## src/rtl/tlviu_regs.svh

```systemverilog
// Purpose: constants of the two-level vectored interrupt unit
// Assumes: one 40 MHz system clock, nineteen maskable sources
// Notes:   definitions only, no logic
`ifndef TLVIU_REGS_SVH
`define TLVIU_REGS_SVH

`define TLVIU_NUM_SRC     19              // maskable sources, fixed order 0..18
`define TLVIU_RESET_VEC   16'h0000        // reset vector, above every source
`define TLVIU_VEC_BASE    16'h0003        // vector of source 0
`define TLVIU_VEC_LAST    16'h0093        // vector of source 18
`define TLVIU_VEC_STEP    16'h0008        // bytes between two vectors
`define TLVIU_CALL_CYC    3'h5            // clocks of the long call
`define TLVIU_DETECT_CYC  1               // clocks to detect a request
`define TLVIU_MIN_RESP    7               // shortest response in clocks
`define TLVIU_DIV_CYC     8               // longest instruction in clocks
`define TLVIU_MAX_RESP    19              // longest response in clocks
`define TLVIU_PRIM_SRC    7               // sources held in the primary registers
`define TLVIU_GLOBAL_BIT  7               // global enable bit of primary enable
`define TLVIU_HWCLR_MASK  19'h0000f       // sources 0..3 cleared on vectoring
`define TLVIU_IDX_EXT0    5'h00           // first external input
`define TLVIU_IDX_EXT1    5'h02           // second external input
`define TLVIU_IDX_ALARM   5'h08           // clock alarm, indirect flag
`define TLVIU_IDX_WARN    5'h0f           // supply early warning
`define TLVIU_IDX_MATCH   5'h10           // port match, no stored flag
`define TLVIU_IDX_OSCF    5'h11           // oscillator fail, indirect flag
`define TLVIU_IDX_LAST    5'h12           // last source
`define TLVIU_NOFLAG_MASK 19'h38100       // sources whose flag is not a direct one

`endif

```

## src/rtl/tlviu_pkg.sv

```systemverilog
// Purpose: types of the two-level vectored interrupt unit
// Assumes: constants come from tlviu_regs.svh
// Notes:   carriers between the unit and the core
package tlviu_pkg;

    // which configuration register a write lands in
    typedef enum logic [5:0] {
        TLVIU_SEL_PRIM_EN = 6'h01,
        TLVIU_SEL_PRIM_PR = 6'h02,
        TLVIU_SEL_EXTA_EN = 6'h04,
        TLVIU_SEL_EXTA_PR = 6'h08,
        TLVIU_SEL_EXTB_EN = 6'h10,
        TLVIU_SEL_EXTB_PR = 6'h20
    } tlviu_sel_type;

    // sequencer states
    typedef enum logic [1:0] {
        TLVIU_ST_RUN  = 2'h1,
        TLVIU_ST_CALL = 2'h2
    } tlviu_state_type;

    // configuration write from the core
    typedef struct packed {
        logic          en;
        tlviu_sel_type sel;
        logic [7:0]    data;
    } tlviu_cfg_wr_type;

    // configuration registers as seen by software
    typedef struct packed {
        logic [7:0] primary_enable_reg;
        logic [7:0] primary_priority_reg;
        logic [7:0] ext_enable_reg_a;
        logic [7:0] ext_priority_reg_a;
        logic [7:0] ext_enable_reg_b;
        logic [7:0] ext_priority_reg_b;
    } tlviu_cfg_type;

    // arbitration winner
    typedef struct packed {
        logic       valid;
        logic       hi;
        logic [4:0] idx;
    } tlviu_win_type;

    // long call order to the core
    typedef struct packed {
        logic        valid;
        logic        hi;
        logic [4:0]  idx;
        logic [15:0] addr;
    } tlviu_call_type;

endpackage : tlviu_pkg

```

## src/rtl/tlviu_top.sv

```systemverilog
// Purpose: vectored interrupt unit with two priority levels for the core
// Assumes: core marks each finished instruction with instr_done
// Notes:   enable and priority bit meanings follow source order
`timescale 1ns/100ps
`include "tlviu_regs.svh"

// What this block does
// sample and arbitrate requests every clock
// shortest response: detect, instruction, five-clock call
// one instruction after return before next call
// worst response nineteen clocks via return and divide
// equal or higher active routine blocks requests
// reset vector zero, always highest, never masked
// vectors 0x0003 step eight, fixed order 0..18
// hardware clears sources 0..3 flags on vectoring
// supply warning vector 0x007B from read-only status
// software masks read-only sources to stop re-entry
// clock alarm and oscillator flags held indirectly
// one enable, one priority bit per source
// port match request follows comparator directly
// global enable gates requests, flags stay pending
// flags set regardless of enable, re-request after return
// high preempts low, never preempted, low default
module tlviu_top
    import tlviu_pkg::*;
(
    input  wire logic                      core_clk,
    input  wire logic                      rst,
    input  wire logic [`TLVIU_NUM_SRC-1:0] src_set,
    input  wire logic                      ext_input0_pin,
    input  wire logic                      ext_input1_pin,
    input  wire logic                      main_supply_good,
    input  wire logic                      battery_supply_good,
    input  wire logic                      port_match_hit,
    input  tlviu_cfg_wr_type               cfg_wr,
    input  wire logic                      flag_wr_en,
    input  wire logic [`TLVIU_NUM_SRC-1:0] flag_wr_data,
    input  wire logic                      ind_wr_en,
    input  wire logic [1:0]                ind_wr_data,
    input  wire logic                      instr_done,
    input  wire logic                      instr_is_return_from_irq,
    output tlviu_call_type                 call,
    output logic                           call_busy,
    output tlviu_cfg_type                  cfg,
    output logic [`TLVIU_NUM_SRC-1:0]      pending_flags,
    output logic [1:0]                     rtc_flags,
    output logic [1:0]                     in_service
);

    ////////////////////////////////////////////////////////////////////////////////
    // pin and supply status synchronisers

    logic [1:0] pin_meta_ff;    // first stage, read only by pin_sync_ff
    logic [1:0] pin_sync_ff;    // safe pin levels
    logic [1:0] pin_last_ff;    // previous level for edge detection
    logic [1:0] sup_meta_ff;    // supply status first stage
    logic [1:0] sup_sync_ff;    // supply status, {battery, main}

    // pins and the analog monitor sit outside the clock domain
    always_ff @(posedge core_clk or posedge rst) begin
        if (rst) begin
            pin_meta_ff <= 2'h0;
            pin_sync_ff <= 2'h0;
            pin_last_ff <= 2'h0;
            sup_meta_ff <= 2'h3;
            sup_sync_ff <= 2'h3;
        end else begin
            pin_meta_ff <= {ext_input1_pin, ext_input0_pin};
            pin_sync_ff <= pin_meta_ff;
            pin_last_ff <= pin_sync_ff;
            sup_meta_ff <= {battery_supply_good, main_supply_good};
            sup_sync_ff <= sup_meta_ff;
        end
    end

    ////////////////////////////////////////////////////////////////////////////////
    // configuration registers, all clear at reset so every source is low

    tlviu_cfg_type cfg_ff;   // enable and priority registers
    tlviu_cfg_type nxt_cfg;  // after this cycle's write

    // one register per write, selected by one-hot code
    always_comb begin
        nxt_cfg = cfg_ff;
        if (cfg_wr.en) begin
            case (cfg_wr.sel)
                TLVIU_SEL_PRIM_EN: nxt_cfg.primary_enable_reg   = cfg_wr.data;
                TLVIU_SEL_PRIM_PR: nxt_cfg.primary_priority_reg = cfg_wr.data;
                TLVIU_SEL_EXTA_EN: nxt_cfg.ext_enable_reg_a     = cfg_wr.data;
                TLVIU_SEL_EXTA_PR: nxt_cfg.ext_priority_reg_a   = cfg_wr.data;
                TLVIU_SEL_EXTB_EN: nxt_cfg.ext_enable_reg_b     = cfg_wr.data;
                TLVIU_SEL_EXTB_PR: nxt_cfg.ext_priority_reg_b   = cfg_wr.data;
                default:           nxt_cfg = cfg_ff;
            endcase
        end
    end

    // low priority everywhere after reset: see
    always_ff @(posedge core_clk or posedge rst) begin
        if (rst) cfg_ff <= '0;
        else     cfg_ff <= nxt_cfg;
    end
    assign cfg = cfg_ff;

    // bit per source: 0..6 primary, 7..14 ext a, 15..18 ext b: see
    wire [`TLVIU_NUM_SRC-1:0] src_en = {cfg_ff.ext_enable_reg_b[3:0],
        cfg_ff.ext_enable_reg_a, cfg_ff.primary_enable_reg[`TLVIU_PRIM_SRC-1:0]};
    wire [`TLVIU_NUM_SRC-1:0] src_pr = {cfg_ff.ext_priority_reg_b[3:0],
        cfg_ff.ext_priority_reg_a, cfg_ff.primary_priority_reg[`TLVIU_PRIM_SRC-1:0]};
    wire                      global_irq_enable = cfg_ff.primary_enable_reg[`TLVIU_GLOBAL_BIT];

    ////////////////////////////////////////////////////////////////////////////////
    // pending flags

    logic [`TLVIU_NUM_SRC-1:0] flags_ff;  // direct flags, no-flag bits stay zero
    logic [1:0]                rtc_ff;    // {osc fail, alarm} in indirect space
    logic                      call_fire; // vectoring in this cycle
    tlviu_win_type             win_ff;    // winner sampled last cycle

    // pins raise the external flags on a rising edge
    wire [1:0]                pin_rise = pin_sync_ff & ~pin_last_ff;
    wire [`TLVIU_NUM_SRC-1:0] set_evt  = (src_set | {16'h0000, pin_rise[1], 1'b0, pin_rise[0]})
                                         & ~`TLVIU_NOFLAG_MASK;
    // vectoring clears only the external and first two timer flags: see
    wire [`TLVIU_NUM_SRC-1:0] hw_clr   = call_fire ?
        (`TLVIU_HWCLR_MASK & (19'h00001 << win_ff.idx)) : '0;
    wire [`TLVIU_NUM_SRC-1:0] sw_val   = flag_wr_en ? flag_wr_data : flags_ff;
    // a set arriving with a clear wins, whatever the enable: see
    wire [`TLVIU_NUM_SRC-1:0] nxt_flags = ((sw_val & ~hw_clr) | set_evt) & ~`TLVIU_NOFLAG_MASK;
    wire [1:0]                rtc_set   = {src_set[`TLVIU_IDX_OSCF], src_set[`TLVIU_IDX_ALARM]};
    wire [1:0]                nxt_rtc   = (ind_wr_en ? ind_wr_data : rtc_ff) | rtc_set;

    // flags are plain storage, updated every clock
    always_ff @(posedge core_clk or posedge rst) begin
        if (rst) begin
            flags_ff <= '0;
            rtc_ff   <= 2'h0;
        end else begin
            flags_ff <= nxt_flags;
            rtc_ff   <= nxt_rtc;   // indirect space keeps these: see
        end
    end
    assign pending_flags = flags_ff;
    assign rtc_flags     = rtc_ff;

    // warning follows the read-only supply status: see
    wire warn_req = ~sup_sync_ff[0] | ~sup_sync_ff[1];
    // read-only sources re-request until masked by software: see
    wire [`TLVIU_NUM_SRC-1:0] pend_all = flags_ff
        | ({19{rtc_ff[0]}} & (19'h00001 << `TLVIU_IDX_ALARM))
        | ({19{rtc_ff[1]}} & (19'h00001 << `TLVIU_IDX_OSCF))
        | ({19{warn_req}} & (19'h00001 << `TLVIU_IDX_WARN))
        | ({19{port_match_hit}} & (19'h00001 << `TLVIU_IDX_MATCH));
    // global gate leaves flags untouched: see
    wire [`TLVIU_NUM_SRC-1:0] elig = pend_all & src_en & {19{global_irq_enable}};

    ////////////////////////////////////////////////////////////////////////////////
    // arbitration, sampled every clock: see

    tlviu_win_type win_now;  // combinational winner

    tlviu_arbiter u_arb (
        .req  (elig),
        .prio (src_pr),
        .win  (win_now)
    );

    // the sample costs the one detection clock: see
    always_ff @(posedge core_clk or posedge rst) begin
        if (rst) win_ff <= '0;
        else     win_ff <= win_now;
    end

    ////////////////////////////////////////////////////////////////////////////////
    // sequencer

    tlviu_state_type state_ff, nxt_state;
    logic [2:0]      cnt_ff;      // clocks left of the long call
    logic            block_ff;    // one instruction owed after a return
    logic            act_hi_ff;   // high routine running
    logic            act_lo_ff;   // low routine running
    tlviu_call_type  call_ff;     // call order, one-cycle pulse

    wire in_run   = (state_ff == TLVIU_ST_RUN);
    wire return_from_irq_end = in_run & instr_done & instr_is_return_from_irq;
    // high never preempted, low only by high: see
    wire level_ok = ~act_hi_ff & (~act_lo_ff | win_ff.hi);
    // equal or higher active routine holds off the request: see
    // after a return one instruction runs first, so a return plus a
    // divide bounds the response at nineteen clocks: see see
    assign call_fire = in_run & instr_done & ~instr_is_return_from_irq
                       & win_ff.valid & level_ok;

    // next state of the sequencer
    always_comb begin
        case (state_ff)
            TLVIU_ST_RUN:  nxt_state = call_fire ? TLVIU_ST_CALL : TLVIU_ST_RUN;
            TLVIU_ST_CALL: nxt_state = (cnt_ff == 3'h1) ? TLVIU_ST_RUN : TLVIU_ST_CALL;
            default:       nxt_state = TLVIU_ST_RUN;
        endcase
    end

    // vector address from fixed order: see
    wire [15:0] vec_addr = `TLVIU_VEC_BASE + {8'h00, win_ff.idx, 3'h0};

    // reset loads vector zero and nothing can mask it: see
    always_ff @(posedge core_clk or posedge rst) begin
        if (rst) begin
            state_ff <= TLVIU_ST_RUN;
            cnt_ff   <= 3'h0;
            call_ff  <= '{valid: 1'b0, hi: 1'b1, idx: 5'h00, addr: `TLVIU_RESET_VEC};
        end else begin
            state_ff      <= nxt_state;
            call_ff.valid <= call_fire;
            if (call_fire) begin
                call_ff.hi   <= win_ff.hi;
                call_ff.idx  <= win_ff.idx;
                call_ff.addr <= vec_addr;
            end
            // long call holds the core five clocks: see
            if (call_fire)        cnt_ff <= `TLVIU_CALL_CYC;
            else if (cnt_ff != 0) cnt_ff <= cnt_ff - 3'h1;
        end
    end

    // nesting record; a return retires the highest running level
    always_ff @(posedge core_clk or posedge rst) begin
        if (rst) begin
            block_ff  <= 1'b0;
            act_hi_ff <= 1'b0;
            act_lo_ff <= 1'b0;
        end else begin
            if (return_from_irq_end)                      block_ff <= 1'b1;
            else if (in_run & instr_done)      block_ff <= 1'b0;
            if (call_fire & win_ff.hi)         act_hi_ff <= 1'b1;
            else if (return_from_irq_end)                 act_hi_ff <= 1'b0;
            if (call_fire & ~win_ff.hi)        act_lo_ff <= 1'b1;
            else if (return_from_irq_end & ~act_hi_ff)    act_lo_ff <= 1'b0;
        end
    end

    assign call       = call_ff;
    assign call_busy  = (state_ff == TLVIU_ST_CALL);
    assign in_service = {act_hi_ff, act_lo_ff};
endmodule : tlviu_top

```

## src/rtl/tlviu_arbiter.sv

```systemverilog
// Purpose: picks one request by priority level, then by fixed order
// Assumes: requests already gated by enables
// Notes:   purely combinational, resolved anew every clock
`timescale 1ns/100ps
`include "tlviu_regs.svh"

module tlviu_arbiter
    import tlviu_pkg::*;
(
    input  wire logic [`TLVIU_NUM_SRC-1:0] req,
    input  wire logic [`TLVIU_NUM_SRC-1:0] prio,
    output tlviu_win_type                  win
);

    logic [`TLVIU_NUM_SRC-1:0] req_hi;   // requests at high level
    logic [`TLVIU_NUM_SRC-1:0] pick;     // the level that competes
    logic [`TLVIU_NUM_SRC-1:0] first;    // lowest set bit of pick
    logic [`TLVIU_NUM_SRC-1:0] lower;    // some lower index already set

    assign req_hi = req & prio;
    // high level wins over any order
    assign pick   = (|req_hi) ? req_hi : req;

    // a lower order number wins within one level
    assign lower[0] = 1'b0;
    assign first[0] = pick[0];
    genvar g;
    generate
        for (g = 1; g < `TLVIU_NUM_SRC; g = g + 1) begin : g_chain
            assign lower[g] = lower[g-1] | pick[g-1];
            assign first[g] = pick[g] & ~lower[g];
        end
    endgenerate

    // encode the one-hot winner
    always_comb begin
        win.valid = |pick;
        win.hi    = |req_hi;
        win.idx   = 5'h00;
        for (int i = 0; i < `TLVIU_NUM_SRC; i++) begin
            if (first[i]) begin
                win.idx = 5'(i);
            end
        end
    end

endmodule : tlviu_arbiter

```

## config.mk

```make
export PLATFORM = sky130hd
export DESIGN_NAME = tlviu_top
export DESIGN_NICKNAME = d
export VERILOG_FILES = /design/src/rtl/tlviu_pkg.sv /design/src/rtl/tlviu_top.sv /design/src/rtl/tlviu_arbiter.sv
export VERILOG_INCLUDE_DIRS = /design/src /design/src/rtl
export SDC_FILE = /design/constraint.sdc
export NUM_CORES = 1
export LEC_CHECK = 0
export CORE_MARGIN = 5
export CORE_UTILIZATION = 50
export CTS_BUF_LIST = sky130_fd_sc_hd__clkbuf_8
export DETAILED_ROUTE_END_ITERATION = 10
export DONT_BUFFER_PORTS = 1
export PLACE_DENSITY = 0.68
export REMOVE_ABC_BUFFERS = 1
export SYNTH_ARGS = -nofsm -noshare
export SYNTH_HDL_FRONTEND = slang
export SYNTH_SLANG_ARGS = --single-unit
```

## constraint.sdc

```tcl
create_clock -name core_clk -period 3.21 [get_ports core_clk]
set_clock_uncertainty 0.15 [all_clocks]
set_input_delay 0.642 -clock core_clk [delete_from_list [all_inputs] [get_ports core_clk]]
set_output_delay 0.642 -clock core_clk [all_outputs]
set_load 0.05 [all_outputs]
```

**Word-level counts from Yosys, hierarchy flattened**

Cells that the tools add are included.

- $add $sub $neg: 2
- Equal/unequal tests: 9
- Shift operators: 1
- Multiplexer cells: 31
- Bitwise logic cells: 84
- Reductions and logical operators: 12

Operators with widths:

| kind | number |
|---|---|
| two-way mux 5 bit | 17 |
| bitwise AND 19 bit | 4 |
| two-way mux 19 bit | 2 |
| OR reduction 19 bit | 2 |
| bitwise AND 1 bit | 27 |
| NOT 1 bit | 24 |
| NOT 4 -> 19 bit | 1 |
| OR 1 bit | 19 |
| OR 19 x 16 -> 19 bit | 1 |
| OR 19 x 17 -> 19 bit | 1 |
| OR 19 x 18 -> 19 bit | 1 |
| OR 19 bit | 1 |
| OR 19 x 3 -> 19 bit | 1 |
| OR 19 x 9 -> 19 bit | 1 |
| AND reduction 2 bit | 6 |
| adder 2 x 8 -> 9 bit, first input constant | 1 |
| equality test 6 x 1 -> 1 bit, second input constant | 1 |
| equality test 6 x 2 -> 1 bit, second input constant | 1 |
| equality test 6 x 3 -> 1 bit, second input constant | 1 |
| equality test 6 x 4 -> 1 bit, second input constant | 1 |
| equality test 6 x 5 -> 1 bit, second input constant | 1 |
| equality test 6 bit, second input constant | 1 |
| two-way mux 2 bit | 3 |
| two-way mux 3 bit | 2 |
| other kinds (13) | 19 |

- Register bits: 112
- Input bits: 66
- Output and inout bits: 95
- Word-level logic and storage cells: 163

**Depth between registers and ports, before layout**

- Word-level depth: 29
- Mapped depth: 10
- Depth with buffers taken out: 9

**Cells and area by module**

A second synthesis with hierarchy kept.

- Cell total of the unflattened synthesis: 387
- Area, all modules: 4595.7 sq um

By module, submodules not included:

| module | instances | cells an instance | area each (sq um) | seq. area each (sq um) |
|---|---|---|---|---|
| tlviu_top | 1 | 295 | 4011.3 | 2434.8 |
| tlviu_arbiter | 1 | 92 | 584.3 | 0.0 |

**Worst setup path before layout**

Ideal clock, no wire load.

- Path kind: register to register
- Start point: reg cfg_ff (netlist bit cfg[47])
- End point: reg win_ff[1] in the netlist's numbering
- Library setup time: 0.131 ns
- Arrival: 2.300 ns
- Data required time: 2.929 ns
- Path slack: 0.630 ns
- Cell stages (with the launch flop): 11
- Path buffers: 2
- Period minus slack after synthesis: 2.580 ns
- Cell sequence: dfrtp_1 > buf_6 > nand4_4 > and4_1 > o2111a_1 > and3_4 > buf_6 > a221o_1 > a21boi_2 > nand2_1 > a2bb2oi_1

RTL lines:

| item | RTL line | RTL |
|---|---|---|
| start, declared | tlviu_top.sv:79 | `tlviu_cfg_type cfg_ff;` |
| start signal, assigned | tlviu_top.sv:101 | `else cfg_ff <= nxt_cfg;` |
| end signal, assigned | tlviu_top.sv:171 | `else win_ff <= win_now;` |
| end, declared | tlviu_top.sv:118 | `tlviu_win_type win_ff;` |

==> results by stage <==
Outcome:
- The run finished with clean final reports.

Yosys:
- Counting flops and latches in the post-synthesis netlist gives 97.
- After synthesis, the cell types taking the most area are dfrtp_1 (49%), mux2_2 (12%), buf_4 (3.6%).
- The synthesized-area fraction occupied by ao, oa, aoi and oai cells is 13.9%.
- In the synthesized netlist, the number of instances is 381.
- The mapped netlist covers about 4600 µm².
- Measured against the total synthesized area, the mux share comes to 13.2%.
- After synthesis, the largest area contributor takes up 49.1% of total cell area.
- The commonest cells after synthesis are dfrtp_1 (91), mux2_2 (51), buf_4 (22), nand2_1 (18), nor2b_1 (16).
- During synthesis, Yosys emitted a total of 0 warnings.
- The adder-cell area share of the yosys netlist is 1.35%.
- After Yosys synthesis, and, or, nand and nor cells account for 12.8% of the synthesized area.
- After synthesis, the largest family of logic cells by area is compound AO/OA/AOI/OAI gates.
- The number of enable flip-flop cells after synthesis is 0.
- Among all flip-flop cells after synthesis, the most frequent one is dfrtp_1.
- Yosys instantiated no cell more often than dfrtp_1.
- The number of different library cells used by synthesis comes to 65.
- The synthesized netlist devotes 0.189% of its cell area to XOR and XNOR gates.
- The sequential area share after synthesis is 52.5%.
- The cell accounting for the most synthesized area is dfrtp_1.
- The mean cell area of the mapped netlist is 12.2 µm².
- The async set-reset flop share out of synthesis is 100%.

CTS:
- Hold repair after CTS inserted 0 buffers.
- The number of buffers created by CTS is 9.
- The latest clock arrival within the worst-skew pair is between 300 and 400 ps.
- Gates resized during post-CTS repair numbered 0.
- The buffer levels on the longest clock path is 2.
- The CTS H-tree depth is 3.
- For this design, the sink count on the clock tree is 97.
- The cell at the root of the clock tree is clkbuf_8.
- Clock-pin slew was measured on the worst setup and hold paths at 100 ps.
- The number of setup buffers added after CTS is 0.
- TritonCTS built the clock tree.

Pwr:
- VDD sags by at most 0.000382 V.
- The power per cell area is 767 nW/µm².
- The reported leakage power is 2.43 nW.

Route:
- Wires add up to 11800 µm.
- Dividing the detail-routed wire length by the instance count gives 21.7 µm.
- After detailed routing, the number of vias per cell comes to between 5 and 6.
- The detailed router finished its first iteration with between 200 and 250 violations.
- The detailed-router iteration count before antenna repair is 4.
- The via total after detailed routing is 3244.
- The final routed DRC violation total is 0.
- Once detail routing completed, the nets flagged for antenna violations numbered 0.

Setup path:
- STA classifies the critical path endpoint as a register.
- Data on the critical path is required at its endpoint by roughly 3300 ps.
- The setup check on the worst reg-to-reg path leaves a slack of ~340 ps.
- The launch point of the critical path is rtc_flags[1].
- Counting cells, the worst reg-to-reg path comes to 9.
- Data on the critical path arrives at its endpoint at 2960 ps.
- The worst setup path is of the register to register kind.
- The worst setup path is launched from a register.
- The destination of the critical timing path is win_ff[1].
- The maximum fanout along the worst path is 21.
- The reg-to-reg startpoint is rtc_flags[1].
- In this run the critical register-to-register path is captured at win_ff[1].

Floorplanning:
- The die outline width is 106 µm.
- The die span in y is ~110 µm.
- In this run the core area contains 35 standard-cell rows.
- The die area is 11300 µm².
- The initial core utilization is 50.7%.
- The total area inside the core boundary comes to 9150 µm².
- The number of I/O pins is 161.

Layout:
- The number of diodes is 0.
- The area growth from synthesis to layout is 12.8%.
- The final design instance area without fill is 5230 µm².
- For this run, the post-layout net count is 499.
- Leaving out filler cells and counting taps, the final layout contains 544.
- The fraction of final layout cells with drive strength greater than 1 is 33.7%.

STA:
- For this run, the top clock speed supported by timing is around 350 MHz.
- The number of hold-slack violations in the final timing report came to 0.
- The actual slew at the worst max-slew pin is 971 ps.
- The ratio of final minimum period to clock period is 89.3%.
- The final setup TNS is 0 ps.
- The worst path in the final design needs a cycle of 2870 ps, including I/O delays and setup.
- Measured against its own limit, the worst slew margin works out to 35.3%.
- Setup repair after global routing left no endpoint under its margin.
- The final count of pins violating max slew is 0.
- The final worst hold slack is around 120 ps.
- The count of endpoints failing setup in the final report is 0.

GRT:
- The total overflow left after global routing is 0.
- The number of global-route vias before repair is 3388.
- The wire length of the first global-routing pass is roughly 18000 µm.
- The global router's overall resource usage is 21.2%.
- The initial antenna violation count is 0.
- The maximum number of pins on one net before global-route repair is 79.

Hold path:
- In this run the worst hold path is classified as input pin to register.

Placed design:
- The placed cell count is 528.
- In this run the cell area measured after placement is 5030 µm².
- The global placement routability congestion is 0.931.
- The half-perimeter wire length after detailed placement is 8990 µm.
- During placement, the flow inserted port buffers numbering 0.

Job:
- The tool flagged a number of max-cap violations equal to 0.
==> worst max-delay path, stage by stage, from the launching register on <==
cell and delay, ps:
dfrtp_1 680, nand3_2 190, o22ai_2 200, o21ba_2 190
and3_4 230, clkinv_2 110, o211ai_2 140, nor3_1 460
nand2_1 200, a2bb2oi_1 190
==> report_power, final <==
| part | internal (mW) | switching, mW | leakage, nW |
|---|---|---|---|
| combinational | 0.441 | 0.785 | 1.14 |
| clock | 0.385 | 0.429 | 0.104 |
| sequential | 1.44 | 0.533 | 1.18 |
| total | 2.27 | 1.75 | 2.43 |
==> final cells by class <==
cell class	instances	area (µm²)
clock buffer	10	138
tap	111	139
inverter	14	56.3
fill	767	3920
clock inverter	6	67.6
multi-input combinational	250	1980
sequential	97	2430
timing repair buffer	56	420
==> cells in the final DEF, fill, tap and decap left out, types with 3 or more instances in the layout <==
cell	netlist	final
a31oi_1	6	6
dfrtp_1	91	91
nor2b_1	16	16
inv_1	13	13
nor2_1	8	8
a21oi_1	6	6
nor3_1	6	6
a211o_1	15	15
nand4_1	9	9
ha_1	5	5
conb_1	1	13
nand3b_1	4	4
buf_4	22	56
a22oi_1	3	3
nand2_1	18	18
o21ai_0	7	7
dfstp_2	6	6
nand3_1	11	11
and3_1	5	5
nand2b_1	4	4
o2111ai_1	3	3
and2_1	3	3
mux2i_1	4	4
mux2_2	51	51
clkbuf_8	0	10
o2111a_1	7	7
a21o_1	3	3
==> worst min-delay path by stage <==
stage,from,to,slack (ps),cells past startpoint
after detailed placement,pin_meta_ff[1],pin_sync_ff[1],190,0
after global routing,main_supply_good,sup_meta_ff[0],90,0
after CTS,battery_supply_good,sup_meta_ff[1],100,0
after floorplan,pin_meta_ff[0],pin_sync_ff[0],180,0
final,battery_supply_good,sup_meta_ff[1],120,0
after global placement,pin_meta_ff[1],pin_sync_ff[1],180,0
==> flip-flops by register name, indices dropped and copies added, names as in the netlist, 3 cells and up <==
register,flops
call,8
pending_flags,15
win_ff,7
cfg,48
cnt_ff,3
==> per-stage QoR <==
step | util (%) | total power, mW | worst slack (ps)
CTS | 57.2 | 4.04 | 391
global route | 57.2 | 4.23 | 201
floorplan | - | 2.87 | -106
detailed placement | 54.9 | 3.23 | 423
finish | 57.2 | 4.02 | 343
global placement | 54.9 | 3.19 | 441
==> kinds of logic (layout without fill, tap and decap cells) <==
logic type | after synthesis | count (layout)
other cells | 1 | 13
xor+xnor | 1 | 1
buf+inv | 46 | 86
mux | 55 | 55
simple gates | 98 | 98
compound gates | 78 | 78
flops | 97 | 97
fa+ha+maj | 5 | 5
==> metal layers <==
metal  part of all wire (%)  track usage [%]  vias up
met4                    1.1             4.26        0
met1                     40             26.5     1633
met2                     50             34.8      124
met5                      0                0        -
li1                       -                -     1477
met3                    8.6             8.68       10
Power figures use the tool's default switching activity.
